<file path="src/logic/bridge_secondary_control_consts.svh">
`ifndef BRIDGE_SECONDARY_CONTROL_CONSTS_SVH
`define BRIDGE_SECONDARY_CONTROL_CONSTS_SVH

// =====================================================================
// register placement
// =====================================================================
`define BSC_OFFSET          8'h3E
`define BSC_RESET           16'h0000
`define BSC_WRITABLE        16'h0B6F

// =====================================================================
// field positions
// =====================================================================
`define BSC_PARITY_RESP     0
`define BSC_SERR_FWD        1
`define BSC_ISA_EN          2
`define BSC_VGA_EN          3
`define BSC_RSVD4           4
`define BSC_MA_MODE         5
`define BSC_SEC_RESET       6
`define BSC_FAST_B2B        7
`define BSC_PRI_SHORT       8
`define BSC_SEC_SHORT       9
`define BSC_DISCARD_STAT    10
`define BSC_DISCARD_SERR    11

// =====================================================================
// discard timer lengths in link clocks
// =====================================================================
`define DISCARD_LONG_CLKS   32768
`define DISCARD_SHORT_CLKS  1024

// =====================================================================
// address ranges
// =====================================================================
`define VGA_MEM_LO          32'h000A0000
`define VGA_MEM_HI          32'h000BFFFF
`define VGA_IO_A_LO         16'h03B0
`define VGA_IO_A_HI         16'h03BB
`define VGA_IO_B_LO         16'h03C0
`define VGA_IO_B_HI         16'h03DF
`define MASTER_ABORT_DATA   32'hFFFFFFFF

`endif

</file>
<file path="src/logic/bridge_secondary_control_pkg.sv">
package bridge_secondary_control_pkg;

	// control register image
	typedef logic [15:0] ctrl_word_t;

	// kind of access offered for a forwarding decision
	typedef enum logic [1:0]
	{
		ACC_NONE,
		ACC_MEM,
		ACC_IO
	} access_kind_t;

endpackage

</file>
<file path="src/logic/bridge_secondary_control.sv">
// Overview of operation
// - bit 9 picks secondary discard length
// - bit 8 picks primary discard length
// - no fast back-to-back; bit 7 zero
// - bit 6 holds secondary reset asserted
// - mode clear: reads all ones, writes dropped
// - mode set: target abort or system error
// - VGA memory range forwarded downstream
// - VGA I/O ranges forwarded downstream
// - VGA ranges never forwarded upstream
// - VGA forwarding overrides ISA blocking
// - ISA blocks top 768 bytes downstream
// - ISA top 768 bytes forwarded upstream
// - bit 1 forwards secondary system error
// - system error gated by command bit 8
// - bit 0 enables secondary parity reporting
// - reserved bit 4 reads zero
// - expiry drops request, sets sticky bit 10
// - bit 11 gates system error on primary timeout
`timescale 1ns/1ps
`default_nettype none

`include "bridge_secondary_control_consts.svh"

// =====================================================================
// discard timer: counts link clock ticks while armed
// =====================================================================
module discard_timer
#(
	parameter int LONG_CLKS  = `DISCARD_LONG_CLKS,
	parameter int SHORT_CLKS = `DISCARD_SHORT_CLKS
)
(
	input  wire logic clk_sys,
	input  wire logic rstn,
	input  wire logic link_tick,
	input  wire logic short_sel,
	input  wire logic result_ready,
	input  wire logic completed,
	output logic      armed,
	output logic      expired
);

	logic [15:0] ticks;   // link clocks since arming
	logic [15:0] limit;   // selected length minus one

	// length choice follows the select bit live
	assign limit = short_sel ? 16'(SHORT_CLKS - 1) : 16'(LONG_CLKS - 1);

	// arm on ready, disarm on completion or expiry
	always_ff @(posedge clk_sys or negedge rstn)
	begin
		if (!rstn)
		begin
			armed   <= 1'b0;
			ticks   <= 16'h0000;
			expired <= 1'b0;
		end
		else
		begin
			expired <= 1'b0;
			if (completed)
			begin
				// master came back in time
				armed <= 1'b0;
				ticks <= 16'h0000;
			end
			else if (result_ready && !armed)
			begin
				armed <= 1'b1;
				ticks <= 16'h0000;
			end
			else if (armed && link_tick)
			begin
				if (ticks >= limit)
				begin
					// drop the queued result
					armed   <= 1'b0;
					expired <= 1'b1;
					ticks   <= 16'h0000;
				end
				else
				begin
					ticks <= ticks + 16'h0001;
				end
			end
		end
	end

endmodule

// =====================================================================
// control block for the secondary side of the bridge
// =====================================================================
module bridge_secondary_control
	import bridge_secondary_control_pkg::*;
#(
	parameter int LONG_CLKS  = `DISCARD_LONG_CLKS,
	parameter int SHORT_CLKS = `DISCARD_SHORT_CLKS
)
(
	input  wire logic        clk_sys,
	input  wire logic        rstn,
	input  wire logic        pci_clk,
	input  wire logic        cfg_wr,
	input  wire logic        cfg_rd,
	input  wire logic [7:0]  cfg_addr,
	input  wire logic [1:0]  cfg_be,
	input  wire logic [15:0] cfg_wdata,
	output logic      [15:0] cfg_rdata,
	input  wire logic        cmd_serr_en,
	input  wire logic        downstream_system_error_in_n,
	input  wire logic        sec_parity_error,
	input  wire logic        pri_result_ready,
	input  wire logic        pri_completed,
	input  wire logic        sec_result_ready,
	input  wire logic        sec_completed,
	input  wire logic        master_abort,
	input  wire logic        master_abort_read,
	input  wire logic        master_abort_pending,
	input  wire logic        req_valid,
	input  wire logic        req_from_primary,
	input  wire logic        req_is_io,
	input  wire logic [31:0] req_addr,
	input  wire logic [31:0] io_base,
	input  wire logic [31:0] io_limit,
	input  wire logic [31:0] mem_base,
	input  wire logic [31:0] mem_limit,
	output logic             fwd_valid,
	output logic             fwd_accept,
	output logic             ma_read_valid,
	output logic      [31:0] ma_read_data,
	output logic             ma_write_discard,
	output logic             ma_target_abort,
	output logic             pri_discard,
	output logic             sec_discard,
	output logic             fast_b2b_enable,
	output logic             downstream_reset_out_n,
	output logic             upstream_system_error_o,
	output logic             upstream_system_error_oe_n,
	output logic             downstream_parity_error_o,
	output logic             downstream_parity_error_oe_n
);

	// =================================================================
	// pin synchronisers
	// =================================================================
	logic       clk_meta;     // link clock, first stage
	logic       clk_sync;     // link clock, second stage
	logic       clk_prev;     // edge detect history
	logic       link_tick;    // one cycle per link clock rise
	logic       serr_meta;    // secondary error, first stage
	logic       serr_sync_n;  // secondary error, second stage

	// two stages ahead of any reader
	always_ff @(posedge clk_sys or negedge rstn)
	begin
		if (!rstn)
		begin
			clk_meta    <= 1'b0;
			clk_sync    <= 1'b0;
			clk_prev    <= 1'b0;
			serr_meta   <= 1'b1;
			serr_sync_n <= 1'b1;
		end
		else
		begin
			clk_meta    <= pci_clk;
			clk_sync    <= clk_meta;
			clk_prev    <= clk_sync;
			serr_meta   <= downstream_system_error_in_n;
			serr_sync_n <= serr_meta;
		end
	end

	assign link_tick = clk_sync && !clk_prev;

	// =================================================================
	// control register
	// =================================================================
	ctrl_word_t ctrl;          // stored control bits
	ctrl_word_t wmask;         // lanes written this cycle
	ctrl_word_t ctrl_view;     // value seen by reads
	logic       hit;           // access to this register
	logic       pri_expired;   // primary timer expiry pulse
	logic       sec_expired;   // secondary timer expiry pulse

	assign hit   = cfg_addr == `BSC_OFFSET;
	assign wmask = {{8{cfg_be[1]}}, {8{cfg_be[0]}}};

	// reserved, fast back-to-back bits forced low
	always_comb
	begin
		ctrl_view                    = ctrl;
		ctrl_view[15:12]             = 4'h0;
		ctrl_view[`BSC_FAST_B2B]     = 1'b0;
		ctrl_view[`BSC_RSVD4]        = 1'b0;
	end

	// writable bits follow enabled lanes; sticky discard status, a new expiry beats the clear
	always_ff @(posedge clk_sys or negedge rstn)
	begin
		if (!rstn)
		begin
			ctrl <= `BSC_RESET;
		end
		else
		begin
			if (cfg_wr && hit)
			begin
				// status bit lies outside the writable mask, so it keeps its value here
				ctrl <= (ctrl & ~(wmask & `BSC_WRITABLE)) | (cfg_wdata & wmask & `BSC_WRITABLE);
			end
			if (pri_expired || sec_expired)
			begin
				ctrl[`BSC_DISCARD_STAT] <= 1'b1;
			end
			else if (cfg_wr && hit && cfg_be[1] && cfg_wdata[`BSC_DISCARD_STAT])
			begin
				ctrl[`BSC_DISCARD_STAT] <= 1'b0;
			end
		end
	end

	// read data one cycle after the strobe, zero when unmapped
	always_ff @(posedge clk_sys or negedge rstn)
	begin
		if (!rstn)
		begin
			cfg_rdata <= 16'h0000;
		end
		else if (cfg_rd)
		begin
			cfg_rdata <= hit ? ctrl_view : 16'h0000;
		end
	end

	// =================================================================
	// discard timers
	// =================================================================
	discard_timer #(.LONG_CLKS(LONG_CLKS), .SHORT_CLKS(SHORT_CLKS)) u_pri_timer
	(
		.clk_sys      (clk_sys),
		.rstn         (rstn),
		.link_tick    (link_tick),
		.short_sel    (ctrl[`BSC_PRI_SHORT]),
		.result_ready (pri_result_ready),
		.completed    (pri_completed),
		.armed        (),
		.expired      (pri_expired)
	);

	discard_timer #(.LONG_CLKS(LONG_CLKS), .SHORT_CLKS(SHORT_CLKS)) u_sec_timer
	(
		.clk_sys      (clk_sys),
		.rstn         (rstn),
		.link_tick    (link_tick),
		.short_sel    (ctrl[`BSC_SEC_SHORT]),
		.result_ready (sec_result_ready),
		.completed    (sec_completed),
		.armed        (),
		.expired      (sec_expired)
	);

	// discard pulses to the queue
	always_ff @(posedge clk_sys or negedge rstn)
	begin
		if (!rstn)
		begin
			pri_discard <= 1'b0;
			sec_discard <= 1'b0;
		end
		else
		begin
			pri_discard <= pri_expired;
			sec_discard <= sec_expired;
		end
	end

	// =================================================================
	// secondary reset and fast back-to-back
	// =================================================================
	always_ff @(posedge clk_sys or negedge rstn)
	begin
		if (!rstn)
		begin
			downstream_reset_out_n <= 1'b0;
			fast_b2b_enable        <= 1'b0;
		end
		else
		begin
			downstream_reset_out_n <= !ctrl[`BSC_SEC_RESET];
			fast_b2b_enable        <= 1'b0;
		end
	end

	// =================================================================
	// master abort handling
	// =================================================================
	always_ff @(posedge clk_sys or negedge rstn)
	begin
		if (!rstn)
		begin
			ma_read_valid    <= 1'b0;
			ma_read_data     <= 32'h00000000;
			ma_write_discard <= 1'b0;
			ma_target_abort  <= 1'b0;
		end
		else
		begin
			// quiet mode: fake all-ones reads, swallow writes
			ma_read_valid    <= master_abort && !ctrl[`BSC_MA_MODE] && master_abort_read;
			ma_read_data     <= `MASTER_ABORT_DATA;
			ma_write_discard <= master_abort && !ctrl[`BSC_MA_MODE] && !master_abort_read;
			// report mode: abort the still-waiting requester
			ma_target_abort  <= master_abort && ctrl[`BSC_MA_MODE] && master_abort_pending;
		end
	end

	// =================================================================
	// primary system error
	// =================================================================
	logic serr_event;   // any enabled cause this cycle
	logic serr_hold;    // stretch to the next link clock rise

	assign serr_event = cmd_serr_en
		&& ((ctrl[`BSC_SERR_FWD] && !serr_sync_n)
		|| (ctrl[`BSC_DISCARD_SERR] && pri_expired)
		|| (ctrl[`BSC_MA_MODE] && master_abort && !master_abort_pending));

	// event wins over the end of the stretch
	always_ff @(posedge clk_sys or negedge rstn)
	begin
		if (!rstn)
		begin
			serr_hold <= 1'b0;
		end
		else if (serr_event)
		begin
			serr_hold <= 1'b1;
		end
		else if (link_tick)
		begin
			serr_hold <= 1'b0;
		end
	end

	// open drain: only ever drive low
	always_ff @(posedge clk_sys or negedge rstn)
	begin
		if (!rstn)
		begin
			upstream_system_error_o    <= 1'b0;
			upstream_system_error_oe_n <= 1'b1;
		end
		else
		begin
			upstream_system_error_o    <= 1'b0;
			upstream_system_error_oe_n <= !(serr_hold || serr_event);
		end
	end

	// =================================================================
	// secondary parity error
	// =================================================================
	logic perr_hold;   // stretch to the next link clock rise

	// detection ignored while response disabled
	always_ff @(posedge clk_sys or negedge rstn)
	begin
		if (!rstn)
		begin
			perr_hold <= 1'b0;
		end
		else if (sec_parity_error && ctrl[`BSC_PARITY_RESP])
		begin
			perr_hold <= 1'b1;
		end
		else if (link_tick)
		begin
			perr_hold <= 1'b0;
		end
	end

	// drive low while a report is held
	always_ff @(posedge clk_sys or negedge rstn)
	begin
		if (!rstn)
		begin
			downstream_parity_error_o    <= 1'b0;
			downstream_parity_error_oe_n <= 1'b1;
		end
		else
		begin
			downstream_parity_error_o    <= 1'b0;
			downstream_parity_error_oe_n <= !perr_hold;
		end
	end

	// =================================================================
	// forwarding decode
	// =================================================================
	logic in_io_win;   // inside the I/O window
	logic in_mem_win;  // inside the memory window
	logic vga_mem;     // legacy frame buffer hit
	logic vga_io;      // legacy I/O port hit
	logic vga_hit;     // either legacy range with VGA on
	logic isa_top;     // top 768 bytes of a 1K block, low 64K
	logic next_accept; // forwarding decision

	assign in_io_win  = req_addr >= io_base && req_addr <= io_limit;
	assign in_mem_win = req_addr >= mem_base && req_addr <= mem_limit;
	assign vga_mem    = !req_is_io && req_addr >= `VGA_MEM_LO && req_addr <= `VGA_MEM_HI;
	assign vga_io     = req_is_io && req_addr[31:16] == 16'h0000
		&& ((req_addr[15:0] >= `VGA_IO_A_LO && req_addr[15:0] <= `VGA_IO_A_HI)
		|| (req_addr[15:0] >= `VGA_IO_B_LO && req_addr[15:0] <= `VGA_IO_B_HI));
	assign vga_hit    = ctrl[`BSC_VGA_EN] && (vga_mem || vga_io);
	assign isa_top    = req_addr[31:16] == 16'h0000 && req_addr[9:8] != 2'b00;

	// legacy ranges first, then windows
	always_comb
	begin
		if (req_from_primary)
		begin
			if (vga_hit)
				next_accept = 1'b1;
			else if (req_is_io)
				next_accept = in_io_win && !(ctrl[`BSC_ISA_EN] && isa_top);
			else
				next_accept = in_mem_win;
		end
		else
		begin
			if (vga_hit)
				next_accept = 1'b0;
			else if (req_is_io)
				next_accept = !in_io_win || (ctrl[`BSC_ISA_EN] && isa_top);
			else
				next_accept = !in_mem_win;
		end
	end

	// decision answered one cycle after the request
	always_ff @(posedge clk_sys or negedge rstn)
	begin
		if (!rstn)
		begin
			fwd_valid  <= 1'b0;
			fwd_accept <= 1'b0;
		end
		else
		begin
			fwd_valid  <= req_valid;
			fwd_accept <= req_valid && next_accept;
		end
	end

endmodule

`default_nettype wire

</file>
<file path="config.mk">
export PLATFORM = sky130hd
export DESIGN_NAME = bridge_secondary_control
export DESIGN_NICKNAME = d
export VERILOG_FILES = /design/src/logic/bridge_secondary_control_pkg.sv /design/src/logic/bridge_secondary_control.sv
export VERILOG_INCLUDE_DIRS = /design/src /design/src/logic
export SDC_FILE = /design/constraint.sdc
export NUM_CORES = 1
export LEC_CHECK = 0
export BUFFER_PORTS_ARGS = -buffer_cell sky130_fd_sc_hd__clkbuf_2
export CORE_AREA = 2 2 128 130
export CTS_BUF_LIST = sky130_fd_sc_hd__clkbuf_8
export DETAILED_ROUTE_END_ITERATION = 12
export DIE_AREA = 0 0 130 132
export PLACE_DENSITY = 0.83
export SLEW_MARGIN = 20
export SYNTH_ARGS = -nofsm -noshare
export SYNTH_HDL_FRONTEND = slang
export SYNTH_HIERARCHICAL = 1
export SYNTH_SLANG_ARGS = --single-unit
</file>
<file path="constraint.sdc">
create_clock -name clk_sys -period 2.31 [get_ports clk_sys]
set_input_delay 0.1155 -clock clk_sys [delete_from_list [all_inputs] [get_ports clk_sys]]
set_output_delay 0.1155 -clock clk_sys [all_outputs]
set_load 0.02 [all_outputs]
</file>
After elaboration in Yosys (flattened, before gate mapping)
Index checks and enable logic that the tools add are counted.
{"block": "op_classes", "reduce_logical": 63, "addsub": 2, "bitwise_logic": 4, "magnitude_cmp": 12, "muxes": 38, "n_eq_ne": 1}
{"operator": "$mux 16", "n": 8}
{"operator": "$ge 32x32->1", "n": 2}
{"operator": "$le 32x32->1", "n": 2}
{"operator": "$add 16x1->16 const B", "n": 2}
{"operator": "$ge 16x10->1 const B", "n": 2}
{"operator": "$ge 16x16->1", "n": 2}
{"operator": "$ge 32x20->1 const B", "n": 1}
{"operator": "$le 16x10->1 const B", "n": 2}
{"operator": "$le 32x20->1 const B", "n": 1}
{"operator": "$logic_and 1x1->1", "n": 31}
{"operator": "$mux 15", "n": 2}
{"operator": "$mux 1", "n": 26}
{"operator": "$and 16x16->16", "n": 1}
{"operator": "$logic_not 16->1", "n": 1}
{"operator": "$not 12->16", "n": 1}
{"operator": "$or 16x12->16", "n": 1}
{"operator": "$reduce_bool 3->1", "n": 5}
{"operator": "$logic_not 1->1", "n": 14}
{"operator": "$and 12x12->12", "n": 1}
{"operator": "$mux 12", "n": 1}
{"operator": "$mux 11", "n": 1}
{"operator": "$eq 8x6->1 const B", "n": 1}
{"operator": "$logic_or 1x1->1", "n": 7}
{"operator": "$reduce_bool 2->1", "n": 3}
{"operator": "$reduce_and 2->1", "n": 2}
{"block": "totals", "output_inout_bits": 61, "regBits": 86, "wordCells": 147, "in_bits": 204}

Depth between registers and ports, before layout
Gate-level depths: netlist of run 1.
{"block": "depth", "depth_word": 9, "mapped_depth": 10, "depth_no_buf": 10}

Cells and area by module
The synthesis of run 1 kept the hierarchy.
{"module": "bridge_secondary_control", "cells_each": 608, "instances": 1, "area_per_inst_um2": 4994.8}
{"module": "discard_timer", "cells_each": 115, "instances": 2, "area_per_inst_um2": 1082.3}

Worst setup path after synthesis of run 1
Ideal clock, no wire load.
{"block": "synth_path", "path_type": "input -> register", "from": "in io_base[19]", "to": "reg fwd_accept", "required_time_ps": 2191, "slack_ps": 343, "path_buffers": 0, "t_arrival_ps": 1848, "path_stages": 10, "setup_ps": 119, "cell_sequence": "inv_1 > ha_1 > a21oi_2 > o21ai_1 > a221o_1 > a2111oi_2 > nand2_1 > a21o_1 > o21a_1 > o21a_1"}
{"block": "synth_between", "elab_chain_len": 8}
{"item": "start: declaration", "line": "bridge_secondary_control.sv:125", "source": "input wire logic [31:0] io_base,"}
{"item": "$ge 32x32->1 *", "line": "bridge_secondary_control.sv:411", "source": "assign in_io_win = req_addr >= io_base && req_addr <= io_limit;"}
{"item": "$logic_and 1x1->1 *", "line": "bridge_secondary_control.sv:411"}
{"item": "$logic_not 1->1", "line": "bridge_secondary_control.sv:437", "source": "next_accept = !in_io_win || (ctrl[`BSC_ISA_EN] && isa_top);"}
{"item": "$logic_or 1x1->1", "line": "bridge_secondary_control.sv:437"}
{"item": "$mux 1", "line": "bridge_secondary_control.sv:436", "source": "else if (req_is_io)"}
{"item": "$mux 1", "line": "bridge_secondary_control.sv:434", "source": "if (vga_hit)"}
{"item": "$mux 1 *", "line": "bridge_secondary_control.sv:423", "source": "if (req_from_primary)"}
{"item": "$logic_and 1x1->1 *", "line": "bridge_secondary_control.sv:454", "source": "fwd_accept <= req_valid && next_accept;"}
{"item": "end signal: assignment", "line": "bridge_secondary_control.sv:454"}
{"item": "end: declaration", "line": "bridge_secondary_control.sv:130", "source": "output logic fwd_accept,"}
Every way passes the cells marked *; elsewhere a longest branch is shown, timed or not.
A chain may end at the register's enable or synchronous reset.

==> impl_metrics.ini, run 1 <==
[outcome]
status = completed

[yosys]
synthArstFlopShare_pct = 100
yosysWarningCount = 6
yosysTopAreaCell = dfrtp_1
synthFlopType = dfrtp_1
synth_top_area_share_pct = 24.5
synth_area_leaders = dfrtp_1 24%, ha_1 24%, inv_1 7.9%
avgSynthCellArea_um2 = 8.54
synth-seq-cells = 74
netlist_instances = 838
mappedNetlistArea_um2 = 7160
synth-edff-count = 0
synth.distinct_cells = 64
seq_area_frac_synth_pct = 25.9

[worst_setup_path]
worst_ep_required_time_ns = 2.60
critPathCaptureType = flip-flop
critPathSlowestCell = dfrtp_1
setup.worst_path.end = u_pri_timer/ticks[6]
crit_type = reg -> reg
regToRegEndpoint = u_pri_timer/ticks[6]
rr_worst_depth = 8
cpLargestDelayFamily = compound AO/OA/AOI/OAI gates
start_kind = flip-flop
worstPathArrival_ns = 2.45
crit_fanout = 13
crit_cells = 8
r2r_slack_ns = 0.15
cp_cell_sequence = ha_1, nand4b_1, o21ai_0, a211oi_4, buf_4, a21oi_1, buf_4, nor2_1
max_stage_delay_ns = 0.47
crit_top_cell = buf_4
crit_buf_inv = 2

[timing]
fin_setup_tns_ns = 0
slew_headroom_pct = 36.5
grt_setup_unrepaired = false
fin_skew_ns = 0.0139
worst_pin_slew_ns = 0.953
fmax_mhz = 462
slew_viol_final = 0
timing.final.crit_share_pct = 93.7
setup_viol = 0
hold_viol = 0
min_period_ns = 2.16

[place]
gp_congestion = 0.936
hpwl_um = 16300
port_buffers = 249

[routing]
drc = 0
postRouteAntennaNets = 0
routed_wl_um = 19800
dr.pass1.iters = 8
vias = 7076
drt_iter0_markers = 475
vias_per_cell = 5.32
wl_per_cell_um = 14.9

[grt]
first_global_vias = 6858
globalRouteTotalUtil_pct = 22.8
antenna_found_initial = 0
grt_pass1_wl_um = 31800
grt_max_degree = 75
grt.overflow.total = 0

[floorplan]
dieArea_um2 = 17200
rows = 46
core-area_um2 = 15700
die_h_um = 132
die_w_um = 130
io_pins = 265
initial_core_util_pct = 45.6

[pwr]
leakage_nw = 5.03
cellPowerDensity_nw_per_um2 = 371
p_total_mw = 3.35
ir_worst_vdd_v = 0.000231

[finish]
area_delta_synth_final_pct = 26.3
layout.nets = 1453
drive_gt1_share_pct = 30.7
final_common_cell = clkbuf_2
n_antenna_cell = 0
mostFrequentLayoutCells = 248 x clkbuf_2, 150 x inv_1, 140 x ha_1
fillCellCount = 1423

[cts]
cts_tree = built
root_buffer = clkbuf_8
clk_pin_slew_ns = 0.08
cts_max_path_buffers = 2
cts_buffers = 9
cts.sinks = 74
clk_latency_ns = 0.37
cts.htree.levels = 3

[worst_hold_path]
hp-class = in -> reg
worstHoldPathCells = 2

[job]
drv_cap = 0
metrics by stage:
stage          instance area (um2)  util (%)  hold slack [ns]  worst slack (ns)  cells
2_1_floorplan                 7190         -           -0.180             0.343    846
3_3_place_gp                  8610      54.8            0.204            -0.153   1294
3_5_place_dp                  8610      54.8            0.206            -0.271   1294
4_1_cts                       9010      57.4           0.0253            0.0153   1329
5_1_grt                       9040      57.5           0.0384            0.0632   1330
6_report                      9040      57.5           0.0376             0.146   1330
synth_stat cells, drive strengths merged (4+ instances only):
cell type / instances
mux2: 9
nor2b: 6
xor2: 4
or3: 10
a21o: 20
nand3: 37
o21a: 4
and4: 4
a31oi: 10
dfstp: 4
dfrtp: 70
a21oi: 46
o311ai: 8
nor4: 10
nand2b: 5
or4: 4
o22ai: 5
clkbuf: 7
ha: 140
nor2: 34
nor3b: 7
nand4: 39
a211oi: 9
buf: 40
xnor2: 8
inv: 150
nor3: 15
and2: 4
a221o: 4
o211ai: 4
o21ai: 28
nand2: 55
worst reg2reg max path: stages (launching register included):
cell      delay, ns
dfrtp_1        0.47
ha_1           0.36
nand4b_1       0.15
o21ai_0        0.19
a211oi_4       0.30
buf_4          0.24
a21oi_1        0.09
buf_4          0.20
nor2_1         0.11
repair_timing:
| item | in CTS | in global routing |
|---|---|---|
| hold buffers | 18 | 0 |
| resized for setup | 1 | 1 |
| buffers inserted | 1 | 1 |
| pin swaps | 1 | 1 |
| endpoints found under the setup margin | 6 | 9 |
| cloned | 0 | 0 |
| hold endpoints to repair | 90 | 0 |
report_power, final:
group / switching (mW) / internal (mW) / total, mW
sequential: 0.0201 / 1.32 / 1.34
clock: 0.507 / 0.527 / 1.03
combinational: 0.540 / 0.440 / 0.980
total: 1.07 / 2.29 / 3.35
cells by family after synthesis:
group,after synthesis,share of synthesized area (%)
xor+xnor,12,1.47
fa+ha+maj,140,24.5
simple gates,246,18.9
flops,74,25.9
other cells,2,0.105
compound gates,158,15.3
mux,9,1.42
buf+inv,197,12.4
cell type report:
cell class | instances | area, um2 | share of cell area (%)
multi-input cells | 575 | 4480 | 49.5
clock buffers | 10 | 138 | 1.52
well taps | 216 | 270 | 2.99
flip-flops and latches | 74 | 1860 | 20.5
clock inverters | 6 | 66.3 | 0.733
inverters | 150 | 563 | 6.23
repair buffers | 299 | 1670 | 18.5
worst min-delay path by stage:
stage	slack, ns	endpoint	start
after floorplan	-0.18	asynchronous set/reset pin	rstn
after global placement	0.20	serr_meta	downstream_system_error_in_n
after detailed placement	0.21	serr_meta	downstream_system_error_in_n
after CTS	0.03	ma_write_discard	master_abort
after global routing	0.04	ma_write_discard	master_abort
final	0.04	ma_write_discard	master_abort
per-layer routing:
layer / GRT usage (%) / up-vias / share of wire (%)
li1: - / 3468 / -
met1: 29.7 / 3274 / 43
met2: 38.0 / 268 / 47
met3: 3.53 / 66 / 6.6
met4: 8.54 / 0 / 3.4
met5: 0 / - / 0
Note: power is estimated with default switching activity, not from simulation.
==> run 2, diff against run 1 <==
--- a/config.mk
+++ b/config.mk
@@ -11,6 +11,7 @@
 export CTS_BUF_LIST = sky130_fd_sc_hd__clkbuf_8
 export DETAILED_ROUTE_END_ITERATION = 12
 export DIE_AREA = 0 0 130 132
+export MAX_ROUTING_LAYER = met4
 export PLACE_DENSITY = 0.83
 export SLEW_MARGIN = 20
 export SYNTH_ARGS = -nofsm -noshare
==> impl_metrics.ini, run 2 (synthesis gave the netlist of run 1 again) <==
[finish]
final_cell_area_um2 = 9040
drive_gt1_share_pct = 30.6
layout.nets = 1453
area_delta_synth_final_pct = 26.3
final_common_cell = clkbuf_2
fin_cells = 1331
mostFrequentLayoutCells = 248 x clkbuf_2, 151 x inv_1, 140 x ha_1

[grt]
grt.overflow.total = 0
grt_max_degree = 75
grt_pass1_wl_um = 32100
first_global_vias = 6989
antenna_found_initial = 0
globalRouteTotalUtil_pct = 23.8

[worst_setup_path]
worstPathArrival_ns = 2.39
crit_type = reg -> reg
start_kind = flip-flop
critPathCaptureType = flip-flop
crit_fanout = 9
worst_ep_required_time_ns = 2.55

[floorplan]
initial_core_util_pct = 45.6
dieArea_um2 = 17200
die_w_um = 130
die_h_um = 132
core-area_um2 = 15700
rows = 46
io_pins = 265

[pwr]
ir_worst_vdd_v = 0.000291
p_total_mw = 3.35
cellPowerDensity_nw_per_um2 = 370
leakage_nw = 5.03

[timing]
hold_ws_ns = 0.0186
grt_setup_unrepaired = false
setup_slack_ns = 0.153
min_period_ns = 2.16
fmax_mhz = 464
slew_headroom_pct = 39.2
worst_pin_slew_ns = 0.913
timing.final.crit_share_pct = 93.4
slew_viol_final = 0
setup_viol = 0
hold_viol = 0
fin_skew_ns = 0.00608

[routing]
wl_per_cell_um = 15.0
drc = 0
dr.pass1.iters = 5
vias_per_cell = 5.29
routed_wl_um = 20000
vias = 7040
drt_iter0_markers = 507
postRouteAntennaNets = 0

[cts]
cts.htree.levels = 3
cts_buffers = 9
root_buffer = clkbuf_8
clk_pin_slew_ns = 0.08
cts_tree = built
clk_latency_ns = 0.36
cts_max_path_buffers = 2
cts.sinks = 74

[place]
dpl_cell_area_um2 = 8610
dp_cells = 1293
hpwl_um = 16400
port_buffers = 249
post-place-ws_ns = -0.314
gp_congestion = 0.965

[worst_hold_path]
hp-class = in -> reg
holdCritStartpoint = master_abort

[outcome]
status = completed

[job]
drv_cap = 0
[run 2: cell count changes in the layout (fill, tap and decap cells not counted), sizes merged]
cell	delta
clkbuf	+1
clkinv	-1
clkinvlp	-1
diode	+1
inv	+1
[run 2: timing repair]
| item | CTS | global route |
|---|---|---|
| setup buffers | 1 | 2 |
| pin swaps | 1 | 1 |
| gates resized for setup | 1 | 2 |
| hold endpoints to repair | 90 | 0 |
| hold buffers | 18 | 0 |
| setup endpoints to repair | 7 | 18 |
[run 2: per-stage QoR]
step | util, % | setup TNS, ns
floorplan | - | 0
global placement | 54.8 | -0.470
detailed placement | 54.8 | -1.27
CTS | 57.3 | 0
global route | 57.5 | 0
finish | 57.6 | 0
[run 2: layer usage]
metal	global-route usage, %	part of all wire, %	vias to the layer above
li1	-	-	3474
met5	-	0	-
met2	39.4	48	276
met3	4.55	6.3	51
met4	8.12	3.0	0
met1	28.9	43	3239
[run 2: area by class of cell]
cell class / instances / area, um2
fillers: 1443 / 6670
diodes: 1 / 2.50
flip-flops and latches: 74 / 1860
clock buffers: 11 / 151
multi-input cells: 575 / 4480
clock inverters: 5 / 53.8
well taps: 216 / 270
inverters: 150 / 563
repair buffers: 299 / 1670
[run 2: path summary, 6_finish.rpt]
check,to,slack (ns),depth (start not counted)
setup reg to reg,u_sec_timer/ticks[9],0.15,8
hold / removal,ma_write_discard,0.02,2
hold reg to reg,clk_sync,0.35,0
max in group asynchronous,u_pri_timer/ticks[8],1.27,2
setup / recovery,u_sec_timer/ticks[9],0.15,8
min in group asynchronous,u_sec_timer/ticks[15],0.48,2
[run 2: report_power, final]
| part | switching (mW) | internal (mW) |
|---|---|---|
| Sequential | 0.0195 | 1.32 |
| Combinational | 0.545 | 0.441 |
| Clock | 0.471 | 0.551 |
| Total | 1.04 | 2.31 |
[run 2: worst max-delay path: stages, from the launching register on]
cell	delay (ns)
dfrtp_1	0.47
ha_1	0.37
nand4b_1	0.15
nor4_1	0.41
a211oi_2	0.06
buf_4	0.17
buf_4	0.17
a31oi_1	0.14
o22ai_1	0.10
